`config.mk`:
```
export PLATFORM = sky130hd
export DESIGN_NAME = sdcu_device_flat
export DESIGN_NICKNAME = d
export VERILOG_FILES = /design/src/shared/sdcu_pkg.sv /design/src/shared/sdcu_link_if.sv /design/src/hw/sdcu_device.sv /design/src/flat_wrapper.sv
export SDC_FILE = /design/constraint.sdc
export NUM_CORES = 1
export LEC_CHECK = 0
export BUFFER_PORTS_ARGS = -buffer_cell sky130_fd_sc_hd__buf_2
export CORE_MARGIN = 2
export CORE_UTILIZATION = 40
export DETAILED_ROUTE_END_ITERATION = 10
export GPL_TIMING_DRIVEN = 0
export PLACE_DENSITY_LB_ADDON = 0.05
export SYNTH_ARGS = -nofsm -noshare
export SYNTH_HDL_FRONTEND = slang
export SYNTH_SLANG_ARGS = --single-unit
export TNS_END_PERCENT = 5
```
`constraint.sdc`:
```
create_clock -name pclk -period 2.1 [get_ports pclk]
set_clock_uncertainty 0.1 [all_clocks]
set_input_delay 0.315 -clock pclk [delete_from_list [all_inputs] [get_ports pclk]]
set_output_delay 0.315 -clock pclk [all_outputs]
set_load 0.05 [all_outputs]
```
`src/shared/sdcu_pkg.sv`:
```
// package: select codes, commands, link framing and apb map for the serial debug command unit
package sdcu_pkg;
  // nibble select codes
  localparam logic [3:0] SEL_DATA0 = 4'h0;
  localparam logic [3:0] SEL_DATA3 = 4'h3;
  localparam logic [3:0] SEL_ADDR0 = 4'h4;
  localparam logic [3:0] SEL_ADDR3 = 4'h7;
  localparam logic [3:0] SEL_CMD = 4'h8;
  localparam logic [3:0] SEL_MODE = 4'h9;
  // command codes
  typedef enum logic [3:0] {
    CMD_PORT_WR = 4'h0, CMD_FLASH_WR = 4'h1, CMD_PORT_RD = 4'h2, CMD_FLASH_RD = 4'h3,
    CMD_ACC_RD = 4'h4, CMD_PCBYTE_RD = 4'h5, CMD_PC_RD = 4'h6, CMD_HALT = 4'h7,
    CMD_START = 4'h8, CMD_STEP = 4'h9, CMD_PC_CLR = 4'ha, CMD_MOD_RST = 4'hb,
    CMD_NOP = 4'hc, CMD_PAGE_ERASE = 4'hd, CMD_PART_ERASE = 4'he, CMD_AUX_SEL = 4'hf
  } sdcu_cmd_t;
  // interface mode values
  localparam logic [3:0] MODE_4WIRE = 4'h0;
  localparam logic [3:0] MODE_3WIRE = 4'h1;
  // flash geometry
  localparam int FLASH_ADDR_W = 12;
  localparam int PAGE_LSB = 6;
  localparam int MAIN_SIZE = 4096;
  localparam int AUX_SIZE = 128;
  // link framing: one frame is 8 bits, select msb first then nibble
  localparam int FRAME_BITS = 8;
  localparam logic [3:0] FRAME_LAST = 4'h7;
  // host link clock half period in pclk cycles (160 ns at 40 ns pclk, 320 ns full period)
  localparam int LINK_PERIOD_NS = 320;
  localparam int PCLK_NS = 40;
  localparam logic [3:0] LINK_HALF = 4'((LINK_PERIOD_NS / PCLK_NS) / 2);
  // host apb register offsets
  localparam logic [7:0] OFS_CTRL = 8'h00;
  localparam logic [7:0] OFS_STATUS = 8'h04;
  // ctrl fields: [3:0] nibble, [7:4] select, [8] go (self clearing)
  localparam int CTRL_NIB_LSB = 0;
  localparam int CTRL_SEL_LSB = 4;
  localparam int CTRL_GO_BIT = 8;
  // status field: [0] busy
  localparam int STAT_BUSY_BIT = 0;
endpackage : sdcu_pkg

```
`src/shared/sdcu_link_if.sv`:
```
// interface: serial link between the host end and the device end
`timescale 1ns/1ps
interface sdcu_link_if;
  logic sclk; // link clock, made by the host
  logic cs_n; // frame select, active low
  logic serial_data_in; // host to device data
  modport host (output sclk, output cs_n, output serial_data_in);
  modport device (input sclk, input cs_n, input serial_data_in);
endinterface : sdcu_link_if

```
`src/hw/sdcu_device.sv`:
```
// device end: framing of serial writes, holding registers and command execution
// Contract
// - select 0-3 load holding nibbles low first
// - select 4-7 load address nibbles low first
// - select 8 loads command and runs it
// - select 9 loads mode; 10-15 unused
// - command 0 writes holding into port
// - command 1 programs low byte into flash
// - command 2 reads port into holding
// - command 3 reads flash byte into holding
// - command 4 reads accumulator into holding
// - commands 5,6 read pc byte, pc
// - command 7 halts, 8 restarts cpu
// - command 9 steps one cpu cycle
// - command 10 clears program counter
// - command 11 resets modules and registers
// - command 13 erases one 64-byte page
// - command 14 erases selected whole partition
// - command 15 selects auxiliary partition
// - halt returns selection to main partition
// - mode 0 four-wire, mode 1 three-wire
// - cpu wins simultaneous port access
//
// Decided for this implementation: the register addresses and register access over APB.
`timescale 1ns/1ps
module sdcu_device (
  input wire logic pclk,
  input wire logic presetn,
  sdcu_link_if.device link,
  input wire logic cpu_port_busy, // cpu uses ports this cycle
  input wire logic [15:0] cpu_port_rdata, // selected port value
  input wire logic [15:0] cpu_acc, // cpu accumulator
  input wire logic [15:0] cpu_pc, // cpu program counter
  input wire logic [7:0] flash_rdata, // flash byte at flash_addr
  output logic [3:0] port_sel,
  output logic [15:0] port_wdata,
  output logic port_wr,
  output logic [11:0] flash_addr,
  output logic [7:0] flash_wdata,
  output logic flash_wr,
  output logic page_erase,
  output logic part_erase,
  output logic aux_sel,
  output logic cpu_halt,
  output logic cpu_step,
  output logic pc_clear,
  output logic module_reset,
  output logic three_wire,
  output logic [15:0] data_holding,
  output logic [15:0] port_flash_address,
  output logic [3:0] command_code,
  output logic [3:0] interface_mode
);
  // synchronisers for the link pins
  logic [1:0] sclk_s_r, cs_s_r, din_s_r;
  logic sclk_d_r; // previous synchronised sclk
  logic [2:0] bit_cnt_r; // bits in the current frame
  logic [7:0] shift_r; // select and nibble being shifted
  logic frame_done; // eighth bit captured
  logic [3:0] sel; // completed select code
  logic [3:0] nib; // completed nibble
  logic cmd_go_r; // command loaded last cycle
  logic port_rd_pend_r; // port read waiting on cpu
  logic port_wr_pend_r; // port write waiting on cpu

  // two flops on every pin before use
  always_ff @(posedge pclk or negedge presetn) begin
    if (!presetn) begin
      sclk_s_r <= 2'h0;
      cs_s_r <= 2'h3;
      din_s_r <= 2'h0;
    end else begin
      sclk_s_r <= {sclk_s_r[0], link.sclk};
      cs_s_r <= {cs_s_r[0], link.cs_n};
      din_s_r <= {din_s_r[0], link.serial_data_in};
    end
  end

  // edge memory reads only the second stage
  always_ff @(posedge pclk or negedge presetn) begin
    if (!presetn) begin
      sclk_d_r <= 1'b0;
    end else begin
      sclk_d_r <= sclk_s_r[1];
    end
  end

  // shift on rising link clock; frame restarts whenever select is high
  always_ff @(posedge pclk or negedge presetn) begin
    if (!presetn) begin
      bit_cnt_r <= 3'h0;
      shift_r <= 8'h00;
    end else if (cs_s_r[1]) begin
      bit_cnt_r <= 3'h0;
    end else if (sclk_s_r[1] && !sclk_d_r) begin
      shift_r <= {shift_r[6:0], din_s_r[1]};
      bit_cnt_r <= bit_cnt_r + 3'h1;
    end
  end

  // a frame counts only when all eight bits arrived
  assign frame_done = !cs_s_r[1] && sclk_s_r[1] && !sclk_d_r
    && (bit_cnt_r == 3'(sdcu_pkg::FRAME_LAST));
  assign sel = shift_r[6:3];
  assign nib = {shift_r[2:0], din_s_r[1]};

  // nibble writes into the holding registers
  always_ff @(posedge pclk or negedge presetn) begin
    if (!presetn) begin
      port_flash_address <= 16'h0000;
      command_code <= sdcu_pkg::CMD_NOP; // idle with no operation pending
      interface_mode <= 4'h0;
      cmd_go_r <= 1'b0;
    end else begin
      cmd_go_r <= 1'b0;
      if (frame_done) begin
        if (sel >= sdcu_pkg::SEL_ADDR0 && sel <= sdcu_pkg::SEL_ADDR3) begin
          port_flash_address[4*sel[1:0] +: 4] <= nib;
        end else if (sel == sdcu_pkg::SEL_CMD) begin
          command_code <= nib;
          cmd_go_r <= 1'b1;
        end else if (sel == sdcu_pkg::SEL_MODE) begin
          interface_mode <= nib;
        end
        // other codes fall through untouched
      end
    end
  end

  // mode decode: only value one gives shared pins
  assign three_wire = (interface_mode == sdcu_pkg::MODE_3WIRE);

  // holding register: nibble writes and command read-backs
  always_ff @(posedge pclk or negedge presetn) begin
    if (!presetn) begin
      data_holding <= 16'h0000;
    end else if (frame_done && sel <= sdcu_pkg::SEL_DATA3) begin
      data_holding[4*sel[1:0] +: 4] <= nib;
    end else if (port_rd_pend_r && !cpu_port_busy) begin
      data_holding <= cpu_port_rdata;
    end else if (cmd_go_r) begin
      unique case (command_code)
        sdcu_pkg::CMD_FLASH_RD: data_holding[7:0] <= flash_rdata;
        sdcu_pkg::CMD_ACC_RD: data_holding <= cpu_acc;
        sdcu_pkg::CMD_PCBYTE_RD: data_holding[7:0] <= flash_rdata;
        sdcu_pkg::CMD_PC_RD: data_holding <= cpu_pc;
        default: data_holding <= data_holding;
      endcase
    end
  end

  // port accesses wait while the cpu owns the ports
  always_ff @(posedge pclk or negedge presetn) begin
    if (!presetn) begin
      port_rd_pend_r <= 1'b0;
      port_wr_pend_r <= 1'b0;
    end else begin
      if (cmd_go_r && command_code == sdcu_pkg::CMD_PORT_RD) begin
        port_rd_pend_r <= 1'b1;
      end else if (!cpu_port_busy) begin
        port_rd_pend_r <= 1'b0;
      end
      if (cmd_go_r && command_code == sdcu_pkg::CMD_PORT_WR) begin
        port_wr_pend_r <= 1'b1;
      end else if (!cpu_port_busy) begin
        port_wr_pend_r <= 1'b0;
      end
    end
  end

  // port write strobe lands only in a cycle the cpu leaves free
  assign port_wr = port_wr_pend_r && !cpu_port_busy;
  assign port_sel = port_flash_address[3:0];
  assign port_wdata = data_holding;

  // flash address: pc for the pc-byte read, else address register
  assign flash_addr = (command_code == sdcu_pkg::CMD_PCBYTE_RD)
    ? cpu_pc[11:0] : port_flash_address[11:0];
  assign flash_wdata = data_holding[7:0];

  // one-cycle command strobes; step fires only while cpu_halt is set, the others are not gated
  always_ff @(posedge pclk or negedge presetn) begin
    if (!presetn) begin
      flash_wr <= 1'b0;
      page_erase <= 1'b0;
      part_erase <= 1'b0;
      cpu_step <= 1'b0;
      pc_clear <= 1'b0;
      module_reset <= 1'b0;
    end else begin
      flash_wr <= cmd_go_r && command_code == sdcu_pkg::CMD_FLASH_WR;
      page_erase <= cmd_go_r && command_code == sdcu_pkg::CMD_PAGE_ERASE;
      part_erase <= cmd_go_r && command_code == sdcu_pkg::CMD_PART_ERASE;
      cpu_step <= cmd_go_r && command_code == sdcu_pkg::CMD_STEP && cpu_halt;
      pc_clear <= cmd_go_r && command_code == sdcu_pkg::CMD_PC_CLR;
      module_reset <= cmd_go_r && command_code == sdcu_pkg::CMD_MOD_RST;
    end
  end

  // cpu halt flag and partition selection
  always_ff @(posedge pclk or negedge presetn) begin
    if (!presetn) begin
      cpu_halt <= 1'b0;
      aux_sel <= 1'b0;
    end else if (cmd_go_r) begin
      if (command_code == sdcu_pkg::CMD_HALT) begin
        cpu_halt <= 1'b1;
        aux_sel <= 1'b0;
      end else if (command_code == sdcu_pkg::CMD_START) begin
        cpu_halt <= 1'b0;
      end else if (command_code == sdcu_pkg::CMD_AUX_SEL) begin
        aux_sel <= 1'b1;
      end
    end
  end
endmodule : sdcu_device

```
`src/flat_wrapper.sv`:
```
// flat-port wrapper written by rule: the top's interface ports become plain ports
module sdcu_device_flat 
  (pclk, presetn, cpu_port_busy, cpu_port_rdata, cpu_acc, cpu_pc, flash_rdata, port_sel, port_wdata, port_wr, flash_addr, flash_wdata, flash_wr, page_erase, part_erase, aux_sel, cpu_halt, cpu_step, pc_clear, module_reset, three_wire, data_holding, port_flash_address, command_code, interface_mode, link_sclk, link_cs_n, link_serial_data_in);
  sdcu_link_if link_i ();
  input wire logic pclk;
  input wire logic presetn;
  input wire logic cpu_port_busy;
  input wire logic [15:0] cpu_port_rdata;
  input wire logic [15:0] cpu_acc;
  input wire logic [15:0] cpu_pc;
  input wire logic [7:0] flash_rdata;
  output logic [3:0] port_sel;
  output logic [15:0] port_wdata;
  output logic port_wr;
  output logic [11:0] flash_addr;
  output logic [7:0] flash_wdata;
  output logic flash_wr;
  output logic page_erase;
  output logic part_erase;
  output logic aux_sel;
  output logic cpu_halt;
  output logic cpu_step;
  output logic pc_clear;
  output logic module_reset;
  output logic three_wire;
  output logic [15:0] data_holding;
  output logic [15:0] port_flash_address;
  output logic [3:0] command_code;
  output logic [3:0] interface_mode;
  input wire logic [$bits(link_i.sclk)-1:0] link_sclk;
  input wire logic [$bits(link_i.cs_n)-1:0] link_cs_n;
  input wire logic [$bits(link_i.serial_data_in)-1:0] link_serial_data_in;
  assign link_i.sclk = link_sclk;
  assign link_i.cs_n = link_cs_n;
  assign link_i.serial_data_in = link_serial_data_in;
  sdcu_device u_core (.pclk(pclk), .presetn(presetn), .link(link_i), .cpu_port_busy(cpu_port_busy), .cpu_port_rdata(cpu_port_rdata), .cpu_acc(cpu_acc), .cpu_pc(cpu_pc), .flash_rdata(flash_rdata), .port_sel(port_sel), .port_wdata(port_wdata), .port_wr(port_wr), .flash_addr(flash_addr), .flash_wdata(flash_wdata), .flash_wr(flash_wr), .page_erase(page_erase), .part_erase(part_erase), .aux_sel(aux_sel), .cpu_halt(cpu_halt), .cpu_step(cpu_step), .pc_clear(pc_clear), .module_reset(module_reset), .three_wire(three_wire), .data_holding(data_holding), .port_flash_address(port_flash_address), .command_code(command_code), .interface_mode(interface_mode));
endmodule
```
==> flow_summary.json, run 1 <==
{
  "outcome": "complete, but fails checks",
  "violations": "negative hold slack, negative setup slack",
  "worstSetupStartpointType": "flop",
  "drcViolationCount": 0,
  "fmax_mhz": 433.4,
  "grt_max_degree": 69,
  "cap_violations": 0,
  "synth-seq-cells": 68,
  "postSynthNetCount": 436,
  "p_leak_nw": 2.620,
  "grt_pass1_vias": 3108,
  "hold_path.class": "input port to asynchronous set/reset pin",
  "ant_nets": 0,
  "hold_slack_ps": -35.27,
  "fp-row-count": 35,
  "syn_avg_cell_area_um2": 10.47,
  "grt_pass1_wl_um": 16030,
  "critPathLaunch": "u_core.command_code[2]",
  "synth_area_mm2": 0.003831,
  "start_util_pct": 41.27,
  "required_ps": 1680,
  "powerDensity_mw_per_mm2": 710.9,
  "final_net_count": 605,
  "finalHoldViolations": 30,
  "synth-main-ff-cell": "dfrtp_1",
  "synth.most_common_cell": "dfrtp_1",
  "dieArea_mm2": 0.01038,
  "htreeDepth": 3,
  "ys_warn_count": 0,
  "core_area_mm2": 0.009284,
  "final_layout_size_suffix_gt1_share_pct": 49.07,
  "ys_types": 52,
  "grt_usage_pct": 20.30,
  "totalWireLength_um": 10470,
  "die_x_um": 101.9,
  "critPathCaptureType": "primary output",
  "antenna_found_initial": 0,
  "vias_per_cell": 4.979,
  "syn_inst": 366,
  "synth.area.top_cells": "dfrtp_1 (42%), mux2_2 (10%), buf_4 (5.7%), mux2i_1 (4.7%), nand2_1 (2.9%)",
  "post-route-period-util_pct": 109.9,
  "synth_largest_area_cell": "dfrtp_1",
  "rsz0062_at_grt": "yes",
  "clk_path_buf_depth": 2,
  "setup_slack_ps": -207.3,
  "cts_tree": "built",
  "relSlewSlack_pct": 42.19,
  "reg2reg_from": "u_core.bit_cnt_r[0]",
  "ir_drop_mv": 0.3380,
  "slew_viol_final": 0,
  "cp.arrival_ps": 1890,
  "drt-wirelength-per-cell_um": 15.65,
  "synth-edff-count": 0,
  "path_max_fanout": 5,
  "setup_viol": 12,
  "die_h_um": 101.9,
  "synth-seq-area-share_pct": 44.55,
  "power.total_mw": 3.779,
  "area_growth_pct": 38.73,
  "async_reset_ff_share_pct": 100.0,
  "clk_latency_ps": 350,
  "root_buffer": "clkbuf_8",
  "via_count": 3331,
  "cts_sinks": 68,
  "dp_hpwl_um": 7555,
  "critical_path_class": "flop to primary output",
  "place_congestion": 0.8431,
  "numCtsBuffers": 9,
  "drtIter0Drc": 124,
  "synth_top_area_share_pct": 41.80,
  "grt-ovfl-total": 0,
  "antenna_cells": 0,
  "clkTransAtPathRegs_ps": 80,
  "synth_commonest_cells": "dfrtp_1 (64), mux2_2 (34), nand2_1 (30), nor2_1 (30), buf_4 (29)",
  "io_buffers": 151,
  "worstMarginPinSlew_ps": 867.1,
  "period_minus_slack_ps": 2307,
  "io_pins": 152,
  "first_pass_iters": 6
}
==> power by group <==
part	total, mW	leakage (nW)	internal [mW]	switching, mW
logic	1.16	1.65	0.398	0.763
registers	1.53	0.871	1.41	0.116
clock network	1.09	0.0983	0.578	0.513
total	3.78	2.62	2.39	1.39
==> layout make-up <==
type	instances	area (µm²)
Timing Repair Buffer	160	982.2
Inverter	11	41.29
Sequential cell	68	1709
Clock buffer	10	137.6
Clock inverter	6	63.81
Multi-Input combinational cell	239	1893
Tap cell	129	161.4
Fill cell	842	3969
Buffer	46	326.6
==> through the flow <==
stage                     utilization, %  setup TNS (ps)  instance area [µm²]  setup WS, ps  std cells
final                              57.25           -2380                 5315        -207.3        669
after global routing               57.25           -3804                 5315        -253.2        669
after CTS                          56.93           -3244                 5285        -287.8        671
after detailed placement           51.24           -6432                 4757        -382.3        646
after global placement             51.21           -6038                 4755        -381.0        646
after floorplan                        -           -2013                 3837        -201.3        366
==> state kept, by name (all words and copies together), names as in the netlist, 2 cells and up <==
register / flops
u_core.port_flash_address: 16
u_core.bit_cnt_r: 3
u_core.data_holding: 16
u_core.shift_r: 7
u_core.interface_mode: 4
u_core.command_code: 4
u_core.sclk_s_r: 2
u_core.cs_s_r: 2
u_core.din_s_r: 2
==> cell families after synthesis <==
family	after synthesis	share of synthesized area, %
buffers and inverters	59	9.275
xor gates and xnor gates	3	0.6860
and+or+nand+nor	114	16.26
DFF	68	44.55
muxes	52	14.70
AOI/OAI and AO/OA	62	11.92
adders and majority gates	8	2.613
==> path summary, 6_finish.rpt <==
kind                                               end  slack (ps)  depth (start not counted)
worst max-delay path                     flash_addr[2]        -210                          5
worst min-delay path                u_core.sclk_s_r[0]         -40                          1
worst max register to register  u_core.data_holding[9]          30                          7
worst min register to register       u_core.din_s_r[1]         250                          0
max in group asynchronous       u_core.command_code[1]        1320                          1
min in group pclk                u_core.port_rd_pend_r         130                          3
==> placed cells by master (no fill, tap or decap), types with 4 or more instances in the layout <==
cell type | netlist | routed
a21oi_1 | 5 | 5
a221o_1 | 6 | 6
nor2b_1 | 11 | 11
a31oi_1 | 12 | 12
dfrtp_1 | 64 | 62
mux2_2 | 34 | 22
mux2_4 | 0 | 12
nand3_1 | 6 | 6
a211oi_1 | 8 | 8
nor2_1 | 30 | 29
and2_1 | 8 | 8
ha_1 | 8 | 7
buf_4 | 29 | 35
clkbuf_1 | 8 | 8
mux2i_1 | 18 | 17
nand2_1 | 30 | 30
o221ai_1 | 6 | 6
buf_8 | 0 | 13
inv_1 | 11 | 11
nand2b_1 | 7 | 7
dfstp_2 | 4 | 4
o21ai_0 | 12 | 12
buf_2 | 6 | 139
clkbuf_8 | 0 | 10
==> critical path, stage by stage (launching register included) <==
cell	delay (ps)
dfstp_2	550
buf_8	90
and4bb_4	290
buf_12	150
mux2_4	310
buf_8	150
==> metal layers <==
metal / up-vias / routed length (µm) / GRT usage [%]
li1: 1610 / - / -
met1: 1572 / 4772 / 28.35
met2: 139 / 4844 / 32.74
met3: 10 / 726 / 3.352
met4: 0 / 123 / 6.051
met5: - / 0 / 0
==> what timing repair did <==
action / 4_1_cts / 5_1_grt
cloned: 1 / 0
hold endpoints to repair: 3 / 0
hold buffers: 3 / 0
resized for setup: 61 / 21
pin swaps: 1 / 2
setup buffers: 6 / 0
setup endpoints to repair: 44 / 44
No activity file was read; power rests on OpenSTA's default activity.
==> run 2, diff against run 1 <==
--- a/config.mk
+++ b/config.mk
@@ -10,7 +10,7 @@
 export CORE_UTILIZATION = 40
 export DETAILED_ROUTE_END_ITERATION = 10
 export GPL_TIMING_DRIVEN = 0
-export PLACE_DENSITY_LB_ADDON = 0.05
+export PLACE_DENSITY = 0.66
 export SYNTH_ARGS = -nofsm -noshare
 export SYNTH_HDL_FRONTEND = slang
 export SYNTH_SLANG_ARGS = --single-unit
==> run 2 against run 1 <==
  * The flow still finishes with violations (negative hold slack, negative setup slack)
  * Combinational power barely moved
  * Wire length grew 1.6%
  * Final cell count increased by 0.45%
  * Sequential power about the same
  * First-iteration DRC count increased by 14%
  * Die area did not move
  * Clock power is essentially flat
  * Power barely moved
  * Final area up 0.26%
  * Via count rose by 0.66%
  * Non-clock buffer count up 3
  * Clock-buffer cell count did not move
  * Critical endpoint is now flash_addr[5]
  * Largest power group unchanged
==> flow_summary.json, run 2 (synthesis results as in run 1) <==
{
  "outcome": "complete, but fails checks",
  "violations": "negative hold slack, negative setup slack",
  "path_cells": "and4bb_4 > buf_6 > buf_8 > mux2_4 > buf_8",
  "place_congestion": 0.8327,
  "die_x_um": 101.9,
  "setup_viol": 12,
  "via_count": 3353,
  "antenna_found_initial": 0,
  "fin_setup_tns_ps": -2131,
  "setup_slack_ps": -195.7,
  "fmax_mhz": 435.6,
  "critPathTopFamily": "flip-flops",
  "first_pass_iters": 4,
  "post-route-period-util_pct": 109.3,
  "nFillCells": 813,
  "root_buffer": "clkbuf_8",
  "p_clk_share_pct": 29.0,
  "grt_pass1_wl_um": 16420,
  "core_area_mm2": 0.009284,
  "place_ws_ps": -295.1,
  "powerDensity_mw_per_mm2": 709.4,
  "finalHoldViolations": 44,
  "cts_sinks": 68,
  "rrSetupSlack_ps": 30,
  "switching_share_pct": 36.95,
  "area_growth_pct": 39.09,
  "seqPwrFrac_pct": 40.4,
  "hold_slack_ps": -37.76,
  "mostFrequentLayoutCell": "buf_2",
  "p_sw_mw": 1.397,
  "worst_path_most_repeated_cell": "buf_8",
  "ant_nets": 0,
  "top_regs": "u_core.data_holding: 16 flops, u_core.port_flash_address: 16 flops, u_core.shift_r: 7 flops",
  "cp.arrival_ps": 1880,
  "clkTransAtPathRegs_ps": 80,
  "die_h_um": 101.9,
  "required_ps": 1680,
  "p_comb_share_pct": 30.6,
  "drtIter0Drc": 141,
  "start_util_pct": 41.27,
  "power.total_mw": 3.780,
  "worstMarginPinSlew_ps": 853.8,
  "grt_pass1_vias": 3218,
  "drt-wirelength-per-cell_um": 15.83,
  "numCtsBuffers": 9,
  "multi_input_area_mm2": 0.001892,
  "ir_drop_mv": 0.3887,
  "path_max_fanout": 5,
  "cts_tree": "built",
  "fp-row-count": 35,
  "worstSetupStartpointType": "flop",
  "period_minus_slack_ps": 2296,
  "grt-ovfl-total": 0,
  "slew_viol_final": 0,
  "cap_violations": 0,
  "drcViolationCount": 0,
  "antenna_cells": 0,
  "clk_latency_ps": 350,
  "power.internal_mw": 2.384,
  "register_area_mm2": 0.001710,
  "grt_usage_pct": 20.61,
  "final_net_count": 608,
  "final_layout_size_suffix_gt1_share_pct": 49.91,
  "clk_path_buf_depth": 2,
  "totalWireLength_um": 10640,
  "vias_per_cell": 4.990,
  "dp_hpwl_um": 7672,
  "dieArea_mm2": 0.01038,
  "io_pins": 152,
  "io_buffers": 151,
  "crit_slowest_cell": "dfstp_2",
  "rsz0062_at_grt": "yes",
  "p_leak_nw": 2.626,
  "layout_common_cells": "buf_2 (140), dfrtp_1 (61), buf_4 (38), nor2_1 (30), nand2_1 (30)",
  "crit_buf_inv": 3,
  "htreeDepth": 3,
  "critPathCaptureType": "primary output",
  "grt_max_degree": 69,
  "critical_path_class": "flop to primary output",
  "hold_path.class": "input port to asynchronous set/reset pin",
  "slowest_delay_ps": 540,
  "relSlewSlack_pct": 43.08
}
## run 2: changes by cell type in the layout (fill, tap and decap cells not counted), sizes merged
cell    delta
buf        +4
clkbuf     -1
## run 2: path summary, 6_finish.rpt
path | from | end | cells past startpoint
min | presetn | u_core.data_holding[5] | 1
min reg2reg | u_core.sclk_s_r[0] | u_core.sclk_s_r[1] | 0
max reg2reg | u_core.command_code[2] | u_core.data_holding[9] | 8
max | u_core.command_code[2] | flash_addr[5] | 5
max in group asynchronous | presetn | u_core.command_code[1] | 1
min in group pclk | cpu_port_busy | u_core.port_rd_pend_r | 3
## run 2: worst reg2reg max path, cell delays in order, from the launching register on
cell,delay [ps]
dfstp_2,540
buf_4,180
and4bb_1,200
buf_4,170
buf_12,160
mux2i_2,240
a211oi_1,110
a31oi_1,180
mux2i_1,90
## run 2: final cells by class
cell class,instances,area share (%)
Tap cell,129,3.029
Timing Repair Buffer,163,18.69
Inverter,11,0.7748
Multi-Input combinational cell,239,35.50
Buffer,46,6.128
Sequential cell,68,32.10
Clock buffer,10,2.583
Clock inverter,6,1.197
## run 2: layer usage
layer / track usage (%) / share of wire [%]
met2: 32.74 / 47
met4: 10.46 / 2.6
met5: 0 / 0
met3: 3.078 / 5.9
met1: 27.58 / 44
## run 2: what timing repair did
action / 4_1_cts / 5_1_grt
gates resized for setup: 60 / 16
hold buffers: 3 / 0
setup endpoints to repair: 36 / 37
cloned: 1 / 0
hold endpoints to repair: 3 / 0
pin swaps: 1 / 3
buffers inserted: 8 / 0
## run 2: stage by stage
| step | util [%] | instances | hold slack, ps | area (µm²) |
|---|---|---|---|---|
| global placement | 51.21 | 646 | 232.3 | 4755 |
| CTS | 56.83 | 672 | 2.229 | 5276 |
| detailed placement | 51.24 | 646 | 234.7 | 4757 |
| global route | 57.40 | 672 | 35.89 | 5329 |
| floorplan | - | 366 | -80.59 | 3837 |
| finish | 57.40 | 672 | -37.76 | 5329 |
## run 2: power by group through the flow
stage / Combinational, mW / Sequential, mW / Clock (mW)
floorplan: 0.671 / 1.67 / 0
global placement: 1.10 / 1.53 / 0
detailed placement: 1.11 / 1.54 / 0
CTS: 1.15 / 1.52 / 1.12
global route: 1.25 / 1.54 / 1.18
finish: 1.16 / 1.53 / 1.10
